`config.mk`:
```
export PLATFORM = sky130hd
export DESIGN_NAME = psseq_core
export DESIGN_NICKNAME = d
export VERILOG_FILES = /design/src/hw/psseq_pkg.sv /design/src/hw/psseq_mem.sv /design/src/hw/psseq_core.sv
export VERILOG_INCLUDE_DIRS = /design/src /design/src/hw
export SDC_FILE = /design/constraint.sdc
export NUM_CORES = 2
export LEC_CHECK = 0
export CORE_MARGIN = 2
export CORE_UTILIZATION = 55
export DETAILED_ROUTE_END_ITERATION = 10
export DONT_BUFFER_PORTS = 1
export GPL_TIMING_DRIVEN = 0
export PLACE_DENSITY = 0.68
export REMOVE_ABC_BUFFERS = 1
export SYNTH_ARGS = -nofsm -noshare
export SYNTH_HDL_FRONTEND = slang
export SYNTH_HIERARCHICAL = 1
export SYNTH_SLANG_ARGS = --single-unit
```
`constraint.sdc`:
```
create_clock -name aclk -period 8.5 [get_ports aclk]
set_clock_uncertainty 0.1 [all_clocks]
set_input_delay 0.425 -clock aclk [delete_from_list [all_inputs] [get_ports aclk]]
set_output_delay 0.425 -clock aclk [all_outputs]
set_load 0.01 [all_outputs]
```
`src/hw/psseq_defines.svh`:
```
// Register map, field positions, reset values and timing counts of the
// parameter set sequencer. Definitions only; included by bare name.
`ifndef PSSEQ_DEFINES_SVH
`define PSSEQ_DEFINES_SVH

// Byte offsets of the word registers on the AXI4-Lite slave
`define PSSEQ_OFF_CTRL 8'h00
`define PSSEQ_OFF_COUNT 8'h04
`define PSSEQ_OFF_CMD 8'h08
`define PSSEQ_OFF_SEL 8'h0c
`define PSSEQ_OFF_DATA 8'h10
`define PSSEQ_OFF_STATUS 8'h14
`define PSSEQ_OFF_ACTIVE 8'h18

// Control register fields
`define PSSEQ_CTRL_EN 0
`define PSSEQ_CTRL_STEP_LSB 1
`define PSSEQ_CTRL_STEP_MSB 2
`define PSSEQ_CTRL_RST_LSB 4
`define PSSEQ_CTRL_RST_MSB 5
`define PSSEQ_CTRL_INV1 8
`define PSSEQ_CTRL_INV2 9
`define PSSEQ_CTRL_MASK 32'h0000_0337
`define PSSEQ_CTRL_RST 32'h0000_0000

// Command register and status register fields
`define PSSEQ_CMD_STEP 0
`define PSSEQ_STAT_RUN 8
`define PSSEQ_STAT_WAIT 9
`define PSSEQ_STAT_LOAD 10

// Set count: at most 64 sets per cycle
`define PSSEQ_MAX_SETS 64
`define PSSEQ_COUNT_RST 7'h40

// AXI responses
`define PSSEQ_RESP_OKAY 2'b00
`define PSSEQ_RESP_SLVERR 2'b10

// Input line settle window
`define PSSEQ_CLK_PERIOD_NS 20
`define PSSEQ_SETTLE_NS 1000
`define PSSEQ_SETTLE_CYC ((`PSSEQ_SETTLE_NS + `PSSEQ_CLK_PERIOD_NS - 1) / `PSSEQ_CLK_PERIOD_NS)

`endif

```
`src/hw/psseq_pkg.sv`:
```
// Types shared by the parameter set sequencer files.
// Assumes psseq_defines.svh supplies the numeric constants.
package psseq_pkg;

  typedef logic [5:0] psseq_idx_t;

  typedef enum logic [1:0]
  {
    STEP_CONT = 2'b00,
    STEP_LINE1 = 2'b01,
    STEP_LINE2 = 2'b10,
    STEP_SW = 2'b11
  } psseq_step_e;

  typedef enum logic [1:0]
  {
    RST_NONE = 2'b00,
    RST_LINE1 = 2'b01,
    RST_LINE2 = 2'b10,
    RST_RSVD = 2'b11
  } psseq_rst_e;

  typedef enum logic [1:0]
  {
    ST_OFF = 2'b00,
    ST_FETCH = 2'b01,
    ST_RUN = 2'b10
  } psseq_state_e;

endpackage

```
`src/hw/psseq_mem.sv`:
```
// Parameter set store: one word per set, one write port, registered read.
// Assumes a single clock; contents are not reset.
`timescale 1ns/1ns
module psseq_mem #(
  parameter int DEPTH = 64,
  parameter int WIDTH = 32
)
(
  input wire logic aclk,
  input wire logic we,
  input wire psseq_pkg::psseq_idx_t waddr,
  input wire logic [WIDTH-1:0] wdata,
  input wire psseq_pkg::psseq_idx_t raddr,
  output logic [WIDTH-1:0] rdata
);
  import psseq_pkg::*;

  logic [WIDTH-1:0] mem [DEPTH];

  generate
    if (DEPTH < 2 || DEPTH > 64)
    begin : g_bad_depth
      $error("psseq_mem: DEPTH must be 2..64");
    end
  endgenerate

  always_ff @(posedge aclk)
  begin
    if (we)
    begin
      mem[waddr] <= wdata;
    end
  end

  always_ff @(posedge aclk)
  begin
    rdata <= mem[raddr];
  end

endmodule

```
`src/hw/psseq_core.sv`:
```
// Parameter set sequencer, controlled advance mode, with AXI4-Lite registers.
// Assumes frame_trigger and input_line are synchronous to aclk; trigger is a one-cycle pulse.
//
// The address map and the AXI4-Lite slave port were left to the implementer.
`timescale 1ns/1ns
`include "psseq_defines.svh"

// Functional notes
// - Sets advance in ascending index order.
// - Continuous source advances on every frame trigger.
// - Line source advancing depends on sampled line.
// - Disabled source advances only on software step.
// - Set count defines cycle length, at most 64.
// - Enabling loads set 0 into active set.
// - Continuous: first trigger after enable uses set 1.
// - After highest index, next advance wraps to zero.
// - Disabling restores pre-enable active values.
// - Line 1 or 2 selectable as restart source.
// - High restart line at trigger selects set 0.
// - Restart beats continuous advance on same trigger.
// - Line change leaves waiting status, drops triggers.
// - Line high loads next set; low keeps current.
module psseq_core #(
  parameter int AW = 8,
  parameter int PW = 32,
  parameter int MAX_SETS = `PSSEQ_MAX_SETS,
  parameter int SETTLE_CYC = `PSSEQ_SETTLE_CYC
)
(
  input wire logic aclk,
  input wire logic aresetn,
  input wire logic [AW-1:0] s_axi_awaddr,
  input wire logic [2:0] s_axi_awprot,
  input wire logic s_axi_awvalid,
  output logic s_axi_awready,
  input wire logic [31:0] s_axi_wdata,
  input wire logic [3:0] s_axi_wstrb,
  input wire logic s_axi_wvalid,
  output logic s_axi_wready,
  output logic [1:0] s_axi_bresp,
  output logic s_axi_bvalid,
  input wire logic s_axi_bready,
  input wire logic [AW-1:0] s_axi_araddr,
  input wire logic [2:0] s_axi_arprot,
  input wire logic s_axi_arvalid,
  output logic s_axi_arready,
  output logic [31:0] s_axi_rdata,
  output logic [1:0] s_axi_rresp,
  output logic s_axi_rvalid,
  input wire logic s_axi_rready,
  input wire logic frame_trigger,
  input wire logic [1:0] input_line,
  output logic [PW-1:0] active_params,
  output psseq_pkg::psseq_idx_t set_index,
  output logic waiting_for_trigger,
  output logic sequencer_running
);
  import psseq_pkg::*;

  generate
    if (PW < 1 || PW > 32 || MAX_SETS < 2 || MAX_SETS > `PSSEQ_MAX_SETS || AW < 8)
    begin : g_bad_param
      $error("psseq_core: PW 1..32, MAX_SETS 2..64, AW >= 8");
    end
    if (SETTLE_CYC < 1 || SETTLE_CYC > 65535)
    begin : g_bad_settle
      $error("psseq_core: SETTLE_CYC must be 1..65535");
    end
  endgenerate

  localparam logic [6:0] MAX_COUNT = 7'(MAX_SETS);
  localparam logic [15:0] SETTLE_LOAD = 16'(SETTLE_CYC);

  // Only the low byte of the address selects a register; higher bits must be zero
  function automatic logic reg_hit(input logic [AW-1:0] addr);
    logic [7:0] a;
    a = addr[7:0];
    reg_hit = ((addr >> 8) == '0) &&
              (a == `PSSEQ_OFF_CTRL || a == `PSSEQ_OFF_COUNT || a == `PSSEQ_OFF_CMD ||
               a == `PSSEQ_OFF_SEL || a == `PSSEQ_OFF_DATA || a == `PSSEQ_OFF_STATUS ||
               a == `PSSEQ_OFF_ACTIVE);
  endfunction

  function automatic logic [31:0] merge(input logic [31:0] old, input logic [31:0] nw, input logic [3:0] strb);
    logic [31:0] r;
    r = old;
    for (int i = 0; i < 4; i++)
    begin
      if (strb[i])
      begin
        r[i*8 +: 8] = nw[i*8 +: 8];
      end
    end
    merge = r;
  endfunction

  logic [31:0] ctrl;
  logic [6:0] set_count;
  psseq_idx_t store_sel;
  logic sw_step;
  logic [PW-1:0] backup;
  logic [PW-1:0] mem_rdata;
  psseq_state_e state;
  logic en_q;
  logic [1:0] line_prev;
  logic [15:0] settle_cnt;
  logic aw_have;
  logic w_have;
  logic [AW-1:0] aw_addr;
  logic [31:0] w_data;
  logic [3:0] w_strb;
  logic wr_fire;
  logic [7:0] wr_off;
  logic wr_ok;
  logic [6:0] wr_count;

  logic enable;
  psseq_step_e step_src;
  psseq_rst_e rst_src;
  logic [1:0] eff_line;
  logic line_busy;
  logic trig_ok;
  logic restart_hit;
  logic adv_due;
  logic start;
  logic stop;
  logic load_go;
  psseq_idx_t wrap_index;
  psseq_idx_t next_index;

  assign enable = ctrl[`PSSEQ_CTRL_EN];
  assign step_src = psseq_step_e'(ctrl[`PSSEQ_CTRL_STEP_MSB:`PSSEQ_CTRL_STEP_LSB]);
  assign rst_src = psseq_rst_e'(ctrl[`PSSEQ_CTRL_RST_MSB:`PSSEQ_CTRL_RST_LSB]);
  assign eff_line = input_line ^ {ctrl[`PSSEQ_CTRL_INV2], ctrl[`PSSEQ_CTRL_INV1]};
  assign start = enable && !en_q;
  assign stop = !enable && en_q;

  // Any line edge opens a settle window; triggers inside it are dropped
  assign line_busy = (input_line != line_prev) || (settle_cnt != 16'h0000);
  assign trig_ok = frame_trigger && !line_busy && (state == ST_RUN);
  assign waiting_for_trigger = !line_busy && (state != ST_FETCH);
  assign sequencer_running = (state != ST_OFF);

  // Restart line sampled at the trigger; invert flips its sense
  assign restart_hit = trig_ok && ((rst_src == RST_LINE1 && eff_line[0]) ||
                                   (rst_src == RST_LINE2 && eff_line[1]));

  always_comb
  begin
    case (step_src)
      STEP_CONT: adv_due = trig_ok;
      STEP_LINE1: adv_due = trig_ok && eff_line[0];
      STEP_LINE2: adv_due = trig_ok && eff_line[1];
      STEP_SW: adv_due = sw_step && (state == ST_RUN);
      default: adv_due = 1'b0;
    endcase
  end

  // A count lowered under the current index still wraps cleanly
  assign wrap_index = ({1'b0, set_index} >= set_count - 7'h01) ? 6'h00 : set_index + 6'h01;

  always_comb
  begin
    if (start || restart_hit)
    begin
      next_index = 6'h00;
    end
    else if (adv_due)
    begin
      next_index = wrap_index;
    end
    else
    begin
      next_index = set_index;
    end
  end

  assign load_go = start || restart_hit || adv_due;

  psseq_mem #(
    .DEPTH(MAX_SETS),
    .WIDTH(PW)
  ) u_mem (
    .aclk(aclk),
    .we(wr_fire && wr_off == `PSSEQ_OFF_DATA),
    .waddr(store_sel),
    .wdata(w_data[PW-1:0]),
    .raddr(next_index),
    .rdata(mem_rdata)
  );

  always_ff @(posedge aclk)
  begin
    if (!aresetn)
    begin
      line_prev <= 2'b00;
      settle_cnt <= 16'h0000;
    end
    else
    begin
      line_prev <= input_line;
      if (input_line != line_prev)
      begin
        settle_cnt <= SETTLE_LOAD;
      end
      else if (settle_cnt != 16'h0000)
      begin
        settle_cnt <= settle_cnt - 16'h0001;
      end
    end
  end

  always_ff @(posedge aclk)
  begin
    if (!aresetn)
    begin
      state <= ST_OFF;
      en_q <= 1'b0;
    end
    else
    begin
      en_q <= enable;
      if (stop)
      begin
        state <= ST_OFF;
      end
      else if (load_go)
      begin
        state <= ST_FETCH;
      end
      else if (state == ST_FETCH)
      begin
        state <= ST_RUN;
      end
    end
  end

  always_ff @(posedge aclk)
  begin
    if (!aresetn)
    begin
      set_index <= 6'h00;
    end
    else if (load_go)
    begin
      set_index <= next_index;
    end
  end

  // The active set is saved on enable and given back on disable
  always_ff @(posedge aclk)
  begin
    if (!aresetn)
    begin
      backup <= '0;
    end
    else if (start)
    begin
      backup <= active_params;
    end
  end

  always_ff @(posedge aclk)
  begin
    if (!aresetn)
    begin
      active_params <= '0;
    end
    else if (stop)
    begin
      active_params <= backup;
    end
    else if (state == ST_FETCH)
    begin
      active_params <= mem_rdata;
    end
    else if (wr_fire && wr_off == `PSSEQ_OFF_ACTIVE && state == ST_OFF && !enable)
    begin
      active_params <= PW'(merge(32'(active_params), w_data, w_strb));
    end
  end

  // Write channel: address and data may come in either order
  assign s_axi_awready = !aw_have && !s_axi_bvalid;
  assign s_axi_wready = !w_have && !s_axi_bvalid;
  assign wr_fire = aw_have && w_have;
  assign wr_off = aw_addr[7:0];
  assign wr_ok = reg_hit(aw_addr);
  // Counts of zero or above the maximum are clamped to stay inside the cycle
  assign wr_count = (w_data[6:0] == 7'h00) ? 7'h01 :
                    ((w_data[31:7] != '0 || w_data[6:0] > MAX_COUNT) ? MAX_COUNT : w_data[6:0]);

  always_ff @(posedge aclk)
  begin
    if (!aresetn)
    begin
      aw_have <= 1'b0;
      w_have <= 1'b0;
      aw_addr <= '0;
      w_data <= 32'h0000_0000;
      w_strb <= 4'h0;
      s_axi_bvalid <= 1'b0;
      s_axi_bresp <= `PSSEQ_RESP_OKAY;
    end
    else
    begin
      if (s_axi_awvalid && s_axi_awready)
      begin
        aw_have <= 1'b1;
        aw_addr <= s_axi_awaddr;
      end
      if (s_axi_wvalid && s_axi_wready)
      begin
        w_have <= 1'b1;
        w_data <= s_axi_wdata;
        w_strb <= s_axi_wstrb;
      end
      if (wr_fire)
      begin
        aw_have <= 1'b0;
        w_have <= 1'b0;
        s_axi_bvalid <= 1'b1;
        s_axi_bresp <= wr_ok ? `PSSEQ_RESP_OKAY : `PSSEQ_RESP_SLVERR;
      end
      else if (s_axi_bvalid && s_axi_bready)
      begin
        s_axi_bvalid <= 1'b0;
      end
    end
  end

  always_ff @(posedge aclk)
  begin
    if (!aresetn)
    begin
      ctrl <= `PSSEQ_CTRL_RST;
      set_count <= `PSSEQ_COUNT_RST;
      store_sel <= 6'h00;
      sw_step <= 1'b0;
    end
    else
    begin
      sw_step <= wr_fire && wr_off == `PSSEQ_OFF_CMD && w_strb[0] && w_data[`PSSEQ_CMD_STEP];
      if (wr_fire && wr_off == `PSSEQ_OFF_CTRL)
      begin
        ctrl <= merge(ctrl, w_data, w_strb) & `PSSEQ_CTRL_MASK;
      end
      if (wr_fire && wr_off == `PSSEQ_OFF_COUNT && w_strb[0])
      begin
        set_count <= wr_count;
      end
      if (wr_fire && wr_off == `PSSEQ_OFF_SEL && w_strb[0])
      begin
        store_sel <= w_data[5:0];
      end
    end
  end

  // Read channel: one read at a time, data one cycle after the address
  assign s_axi_arready = !s_axi_rvalid;

  always_ff @(posedge aclk)
  begin
    if (!aresetn)
    begin
      s_axi_rvalid <= 1'b0;
      s_axi_rdata <= 32'h0000_0000;
      s_axi_rresp <= `PSSEQ_RESP_OKAY;
    end
    else if (s_axi_arvalid && s_axi_arready)
    begin
      s_axi_rvalid <= 1'b1;
      s_axi_rresp <= reg_hit(s_axi_araddr) ? `PSSEQ_RESP_OKAY : `PSSEQ_RESP_SLVERR;
      s_axi_rdata <= 32'h0000_0000;
      // A shift rather than a part-select, so that AW of 8 leaves no empty range
      if ((s_axi_araddr >> 8) == '0)
      begin
        case (s_axi_araddr[7:0])
          `PSSEQ_OFF_CTRL: s_axi_rdata <= ctrl;
          `PSSEQ_OFF_COUNT: s_axi_rdata <= {25'h0000000, set_count};
          `PSSEQ_OFF_SEL: s_axi_rdata <= {26'h0000000, store_sel};
          `PSSEQ_OFF_STATUS: s_axi_rdata <= {21'h000000, state == ST_FETCH, waiting_for_trigger,
                                             sequencer_running, 2'b00, set_index};
          `PSSEQ_OFF_ACTIVE: s_axi_rdata <= 32'(active_params);
          default: s_axi_rdata <= 32'h0000_0000;
        endcase
      end
    end
    else if (s_axi_rvalid && s_axi_rready)
    begin
      s_axi_rvalid <= 1'b0;
    end
  end

endmodule

```
* Yosys cells after proc, flatten, opt, wreduce, memory -nomap -nowiden *
Memories as Yosys holds them, arrays and structs flattened. A register that Yosys moved wholly into a read port is not among the register bits.
Cells that the tools add are included.

word-level totals
  input port bits = 68
  register bits after elaboration = 196
  memory bits (writable) = 2048
  output and inout bits = 81
  logic and storage cells = 164
  memories = 1

memory list
  name       depth  width  read ports  clocked after memory_dff  write ports  line             RTL
  u_mem.mem  64     32     1           1                         1            psseq_mem.sv:18  logic [WIDTH-1:0] mem [DEPTH];

operators by class
  muxes and demuxes = 26
  $lt $le $gt $ge = 2
  reduce and logical (&&, ||, !) cells = 82
  bitwise logic cells = 2
  equal/unequal tests = 21
  add/sub/neg operators = 3

operators by type and width
  kind                                                  number
  case mux 32 bit (5 select lines)                      1
  two-way mux 32 bit                                    3
  == test 8 x 5 -> 1 bit, second input constant         6
  == test 8 x 4 -> 1 bit, second input constant         4
  two-way mux 8 bit                                     4
  logical AND 1 bit                                     31
  two-way mux 6 bit                                     5
  nonzero test 25 bit                                   1
  logical OR 1 bit                                      17
  == test 8 x 3 -> 1 bit, second input constant         2
  logical NOT 8 bit                                     2
  nonzero test 16 bit                                   1
  subtractor 16 x 1 -> 16 bit, second input constant    1
  nonzero test 3 bit                                    5
  two-way mux 7 bit                                     2
  AND reduction 2 bit                                   6
  nonzero test 2 bit                                    5
  == test 2 bit, second input constant                  4
  two-way mux 1 bit                                     8
  >= comparator 6 x 7 -> 1 bit                          1
  greater-than comparator 7 bit, second input constant  1
  logical NOT 1 bit                                     7
  logical NOT 7 bit                                     1
  subtractor 7 x 1 -> 7 bit, second input constant      1
  11 further kinds                                      17

* Logic depth before layout (Yosys ltp) *
  depth in word-level cells = 9
  depth in mapped cells = 22

* Modules after synthesis *
The synthesis kept the hierarchy.

modules (own cells, without submodules)
  module      area an instance (µm²)  times used  cells each  seq. area each (µm²)
  psseq_mem   78515.3                 1           3324        62139.6
  psseq_core  8824.7                  1           1113        3883.7

* Least setup slack after synthesis *
OpenSTA, ideal clock, no wires.

  kind = register to register
  start point = register aw_have
  end point = memory u_mem.mem[48][0] (enable)
  required time = 7.939 ns
  slack = 4.073 ns
  period minus slack after synthesis = 4.427 ns
  library setup time = 0.461 ns
  arrival time = 3.866 ns
  cell stages (with the launch flop) = 7
  cells stage by stage = dfxtp_1 -> nand4bb_1 -> nor3_1 -> and3_1 -> nor2b_1 -> nand4b_1 -> nor3_1

between the ends
  longest elaborated chain between the ends = 4

ends and longest elaborated chain
  item                                     line               RTL
  start: declaration                       psseq_core.sv:107  logic aw_have;
  start signal: assignment                 psseq_core.sv:297  aw_have <= 1'b0;
  start signal: assignment                 psseq_core.sv:309  aw_have <= 1'b1;
  start signal: assignment                 psseq_core.sv:320  aw_have <= 1'b0;
  logical AND 1 bit                        psseq_core.sv:286  assign wr_fire = aw_have && w_have;
  logical AND 1 bit (no line)              --
  two-way mux 1 bit                        psseq_mem.sv:29    if (we)
  two-way mux 1 bit (not written as such)  psseq_mem.sv:31    mem[waddr] <= wdata;
  end: declaration                         psseq_mem.sv:18

No other way between the ends.

* Final worst setup path *
  start point = register set_count[0]
  end point = register u_mem.rdata[9], read port of u_mem.mem

between the ends
  longest elaborated chain between the ends = 5

ends and longest elaborated chain
  item                          line               RTL
  start: declaration            psseq_core.sv:98   logic [6:0] set_count;
  start signal: assignment      psseq_core.sv:337  set_count <= `PSSEQ_COUNT_RST;
  start signal: assignment      psseq_core.sv:350  set_count <= wr_count;
  subtractor 7 x 1 -> 7 bit     psseq_core.sv:160  assign wrap_index = ({1'b0, set_index} >= set_count - 7'h01) ? 6'h00 : set_index + 6'h01;
  >= comparator 6 x 7 -> 1 bit  psseq_core.sv:160
  two-way mux 6 bit             psseq_core.sv:160
  two-way mux 6 bit             psseq_core.sv:168  else if (adv_due)
  two-way mux 6 bit             psseq_core.sv:164  if (start || restart_hit)
  net next_index[2]             psseq_core.sv:129  psseq_idx_t next_index;
  end: declaration              psseq_mem.sv:14    output logic [WIDTH-1:0] rdata

The timed path passes the listed nets, and every way through them passes these cells.
A chain may end at the register's enable or synchronous reset.

==> metrics.md <==
| Metric | Value |
|---|---|
| Number of nets at the end of the flow | ~4.8k |
| Startpoint type of the worst setup path | register |
| Clock sink count | 2,274 |
| Antenna-violating nets left | 0 |
| Clock transition time at the flip-flop clock pins of the worst setup and hold paths | 60 ps |
| Outcome | finished, final reports clean |
| Most frequent standard cell in the layout excluding fill and tap cells | sky130_fd_sc_hd__edfxtp_1 |
| Via count of the first global-routing pass | 45.3k |
| Peak supply drop | approximately 0.23 mV |
| Portion of total power attributed to combinational logic | 1.6% |
| Slew at the pin closest to its max-slew limit | between 1000 and 1500 ps |
| Total of cells resized after clock tree synthesis | 0 |
| DRC Markers | 0 |
| Biggest fanout along the worst timing path | 18 |
| Reported max-cap violation count | 0 |
| NetSw | 4.47 mW |
| Ratio of final minimum period to clock period | 78.4% |
| Crit-path most repeated cell | sky130_fd_sc_hd__buf_8 |
| Die Wd | 402 um |
| Final number of max-transition violations | 0 |
| Syn Std Cell Area | 0.0873 mm2 |
| Final worst setup slack | 1840 ps |
| Power per cell area | 218 mW/mm2 |
| Number of unique standard cell types used by synthesis | 71 |
| H-tree level count | 4 |
| Largest net degree at the start of global routing | 123 |
| Number of register bits inferred by synthesis | approximately 2.3k |
| Register share of total power | 56.4% |
| Port Buffers | 0 |
| Antenna violations before repair | 9 |
| Reg2reg path depth | 22 |
| TritonCTS Buffers | about 210 |
| Internal power component | between 15 and 20 mW |
| Core box area | around 0.16 mm2 |
| Post-synthesis cell type with the largest combined area | sky130_fd_sc_hd__edfxtp_1 |
| Crit-path slowest cell | sky130_fd_sc_hd__or2_1 |
| CTS tree | built |
| Post-synthesis instance total | 4,437 |
| Total negative slack | 0 ps |
| Biggest cell delay along the critical path | about 930 ps |
| Post-layout min period | 6660 ps |
| Routed WL | roughly 230,000 um |
| Final core utilization | 63.7% |
| Endpoint kind of the worst setup timing path | register |
| Wire length per cell after detailed routing | 32.5 um |
| Layout cells sized above 1 | approximately a quarter |
| Effective utilization at floorplan | 55.3% |
| Clock network fraction of total power | between 40% and 50% |
| Overall die area | ~0.16 mm2 |
| Number of ports placed on the die boundary | ~150 |
| Number of flops mapped to enable cells by yosys | about 2.0k |
| Sw frac | 20.4% |
| Critical path cell sequence | inv_1, ha_1, inv_1, or3_1, xor2_1, ha_1, a21o_1, a211oi_1, o21a_1, o2111ai_1, a22oi_2, buf_16, buf_8, buf_8, buf_16, buf_6, buf_8, or2_1, o22ai_1, nor2_1, a21oi_1, nor2_1 |
| Maximum frequency from static timing analysis | 150 MHz |
| Average instance area after synthesis | 19.7 um2 |
| Commonest register cell after synthesis | sky130_fd_sc_hd__edfxtp_1 |
| CP Class | register to register |
| DIE HEIGHT | 402 um |
| Via count of the routed design | 45.7k |
| Biggest area contributors in the synthesized netlist | sky130_fd_sc_hd__edfxtp_1 (70%), sky130_fd_sc_hd__mux4_2 (14%), sky130_fd_sc_hd__dfxtp_1 (5.2%), sky130_fd_sc_hd__nand2_1 (1.4%), sky130_fd_sc_hd__a21oi_1 (1.2%) |
| Global-route wire length before repair | 323,000 um |
| Total number of yosys warnings | 6 |
| Path type of the worst min-delay path | input pin to register |
| Asr flop ratio synth | 0% |
| Clock Path Buffers | 3 |
| Leakage power total | 31.0 nW |
| Required time at the endpoint of the critical path | 9160 ps |
| Number of rows in the core area | 146 |
| Power consumption | 21.9 mW |
| Initial drt markers | ~6k |
| Share of the yosys chip area belonging to registers | 75.6% |
| Worst max-slew margin expressed relative to the limit | 5.51% |
| Area Overhead vs Synth | 15.3% |
| Final hold viol count | 0 |
| Weighted congestion reported at the end of routability-driven placement | a little over 0.8 |
| Clock Latency Late Sink | roughly 850 ps |
| # setup viols final | 0 |
| Cell at the root of the clock tree | sky130_fd_sc_hd__clkbuf_16 |
| Most frequent cells in the layout | sky130_fd_sc_hd__edfxtp_1 (2,048), sky130_fd_sc_hd__mux4_2 (544), sky130_fd_sc_hd__nand2_1 (323), sky130_fd_sc_hd__a21oi_1 (212), sky130_fd_sc_hd__clkbuf_16 (212) |
| Vias/cell | 6.59 |
| Number of stages on the worst hold path | 4 |
| Pre-CTS setup slack | around 1800 ps |
| Register-to-register path setup slack | ~1800 ps |
| Total congestion overflow | 0 |
| GR Util All Layers | 27.9% |
| Drt first pass iters | 7 |
| Area share of the leading cell type in the synthesized netlist | 70.4% |
| RSZ-0062 raised after global routing | false |
| Placed wire-length estimate | between 100,000 and 150,000 um |
| Critical Path AT | 7320 ps |
[synthesized netlist by cell type (6+ instances only)]
cell type / number
sky130_fd_sc_hd__edfxtp_1: 2048
sky130_fd_sc_hd__a31oi_1: 11
sky130_fd_sc_hd__buf_1: 26
sky130_fd_sc_hd__inv_1: 15
sky130_fd_sc_hd__o2111ai_1: 11
sky130_fd_sc_hd__a311o_1: 32
sky130_fd_sc_hd__xnor2_1: 13
sky130_fd_sc_hd__ha_1: 13
sky130_fd_sc_hd__dfxtp_1: 226
sky130_fd_sc_hd__buf_4: 30
sky130_fd_sc_hd__buf_6: 6
sky130_fd_sc_hd__nor3_1: 17
sky130_fd_sc_hd__o221ai_1: 28
sky130_fd_sc_hd__o22ai_1: 85
sky130_fd_sc_hd__a22oi_1: 31
sky130_fd_sc_hd__or3_1: 6
sky130_fd_sc_hd__a21oi_1: 216
sky130_fd_sc_hd__nand2_1: 327
sky130_fd_sc_hd__mux4_2: 544
sky130_fd_sc_hd__and3_1: 7
sky130_fd_sc_hd__buf_2: 62
sky130_fd_sc_hd__mux2i_1: 101
sky130_fd_sc_hd__o21ai_0: 10
sky130_fd_sc_hd__nor2_1: 215
sky130_fd_sc_hd__clkbuf_1: 132
sky130_fd_sc_hd__nand4_1: 9
sky130_fd_sc_hd__xor2_1: 9
sky130_fd_sc_hd__nand2b_1: 20
sky130_fd_sc_hd__nand3_1: 54
sky130_fd_sc_hd__nor2b_1: 21
sky130_fd_sc_hd__a311oi_1: 9
sky130_fd_sc_hd__nand3b_1: 6
sky130_fd_sc_hd__and2_1: 12
sky130_fd_sc_hd__nor4_1: 10
[area by class of cell]
cell class / count / area [um2]
Antenna cell: 6 / 15.0
Clock buffer: 265 / 5630
Clock inverter: 135 / 1110
Fill cell: 10300 / 57300
Inverter: 16 / 65.1
Multi-Input combinational cell: 1891 / 20600
Sequential cell: 2274 / 66100
Tap cell: 2072 / 2590
Timing Repair Buffer: 282 / 4580
[sequential cells by signal, indices dropped and copies added (netlist names), 2 cells and up]
name	cells
u_mem/mem	2048
set_count	7
ctrl	7
store_sel	6
state	2
line_prev	2
settle_cnt	16
w_data	32
aw_addr	8
backup	32
w_strb	4
active_params	32
set_index	6
u_mem/rdata	32
s_axi_rdata	32
[metal layers]
metal / GRT usage [%] / part of all wire [%] / wire [um] / vias to the layer above
met5: 0 / 0.012 / 26 / -
met4: 11.6 / 4.4 / 9870 / 4
met3: 6.87 / 11 / 24900 / 444
met2: 42.6 / 46 / 105000 / 2620
met1: 39.1 / 38 / 86000 / 24000
li1: - / - / - / 18600
[path summary, 6_finish.rpt]
path / endpoint / from
min: s_axi_rdata[8] / s_axi_araddr[2]
max: u_mem/rdata[9] / set_count[0]
min reg2reg: backup[24] / backup[24]
max reg2reg: u_mem/rdata[9] / set_count[0]
[worst max-delay path, delay by kind of cell, from the launching register on]
family | cells | cell delay [ps]
XOR/XNOR | 1 | 160
buffers and inverters | 8 | 1340
flip-flops | 1 | 340
adder cells (fa/ha/maj) | 2 | 490
AO/OA/AOI/OAI | 7 | 2000
AND/OR/NAND/NOR | 4 | 2110
[cells by family (layout without fill, tap and decap cells)]
group / count (synthesis) / count (layout) / synth area share (%)
AOI/OAI and AO/OA: 466 / 466 / 3.46
buffers and inverters: 273 / 698 / 1.45
muxes: 649 / 649 / 15.2
DFF: 2274 / 2274 / 75.6
other: 1 / 8 / 0.00429
adders and majority gates: 13 / 13 / 0.186
xor gates and xnor gates: 22 / 22 / 0.221
and+or+nand+nor: 739 / 739 / 3.84
[per-stage QoR]
stage | hold slack (ps) | cells | cell area [um2]
after floorplan | 337 | 4181 | 86100
after global placement | 342 | 6253 | 88700
after global routing | 39.8 | 6936 | 101000
final | 51.5 | 6941 | 101000
after detailed placement | 350 | 6418 | 92800
after CTS | 2.83 | 6935 | 101000
[power by group through the flow]
stage          registers (mW)  logic [mW]  clock network (mW)
3_5_place_dp             12.6       0.296                   0
5_1_grt                  12.4       0.376                9.70
2_1_floorplan            12.6      0.0997                   0
3_3_place_gp             12.7       0.137                   0
4_1_cts                  12.4       0.347                9.29
6_report                 12.4       0.354                9.20
[what timing repair did]
| action | in CTS | in global routing |
|---|---|---|
| buffers inserted | 0 | 0 |
| hold buffers | 117 | 0 |
| endpoints found under the hold margin | 102 | 0 |
Note: power is estimated with default switching activity, not from simulation.
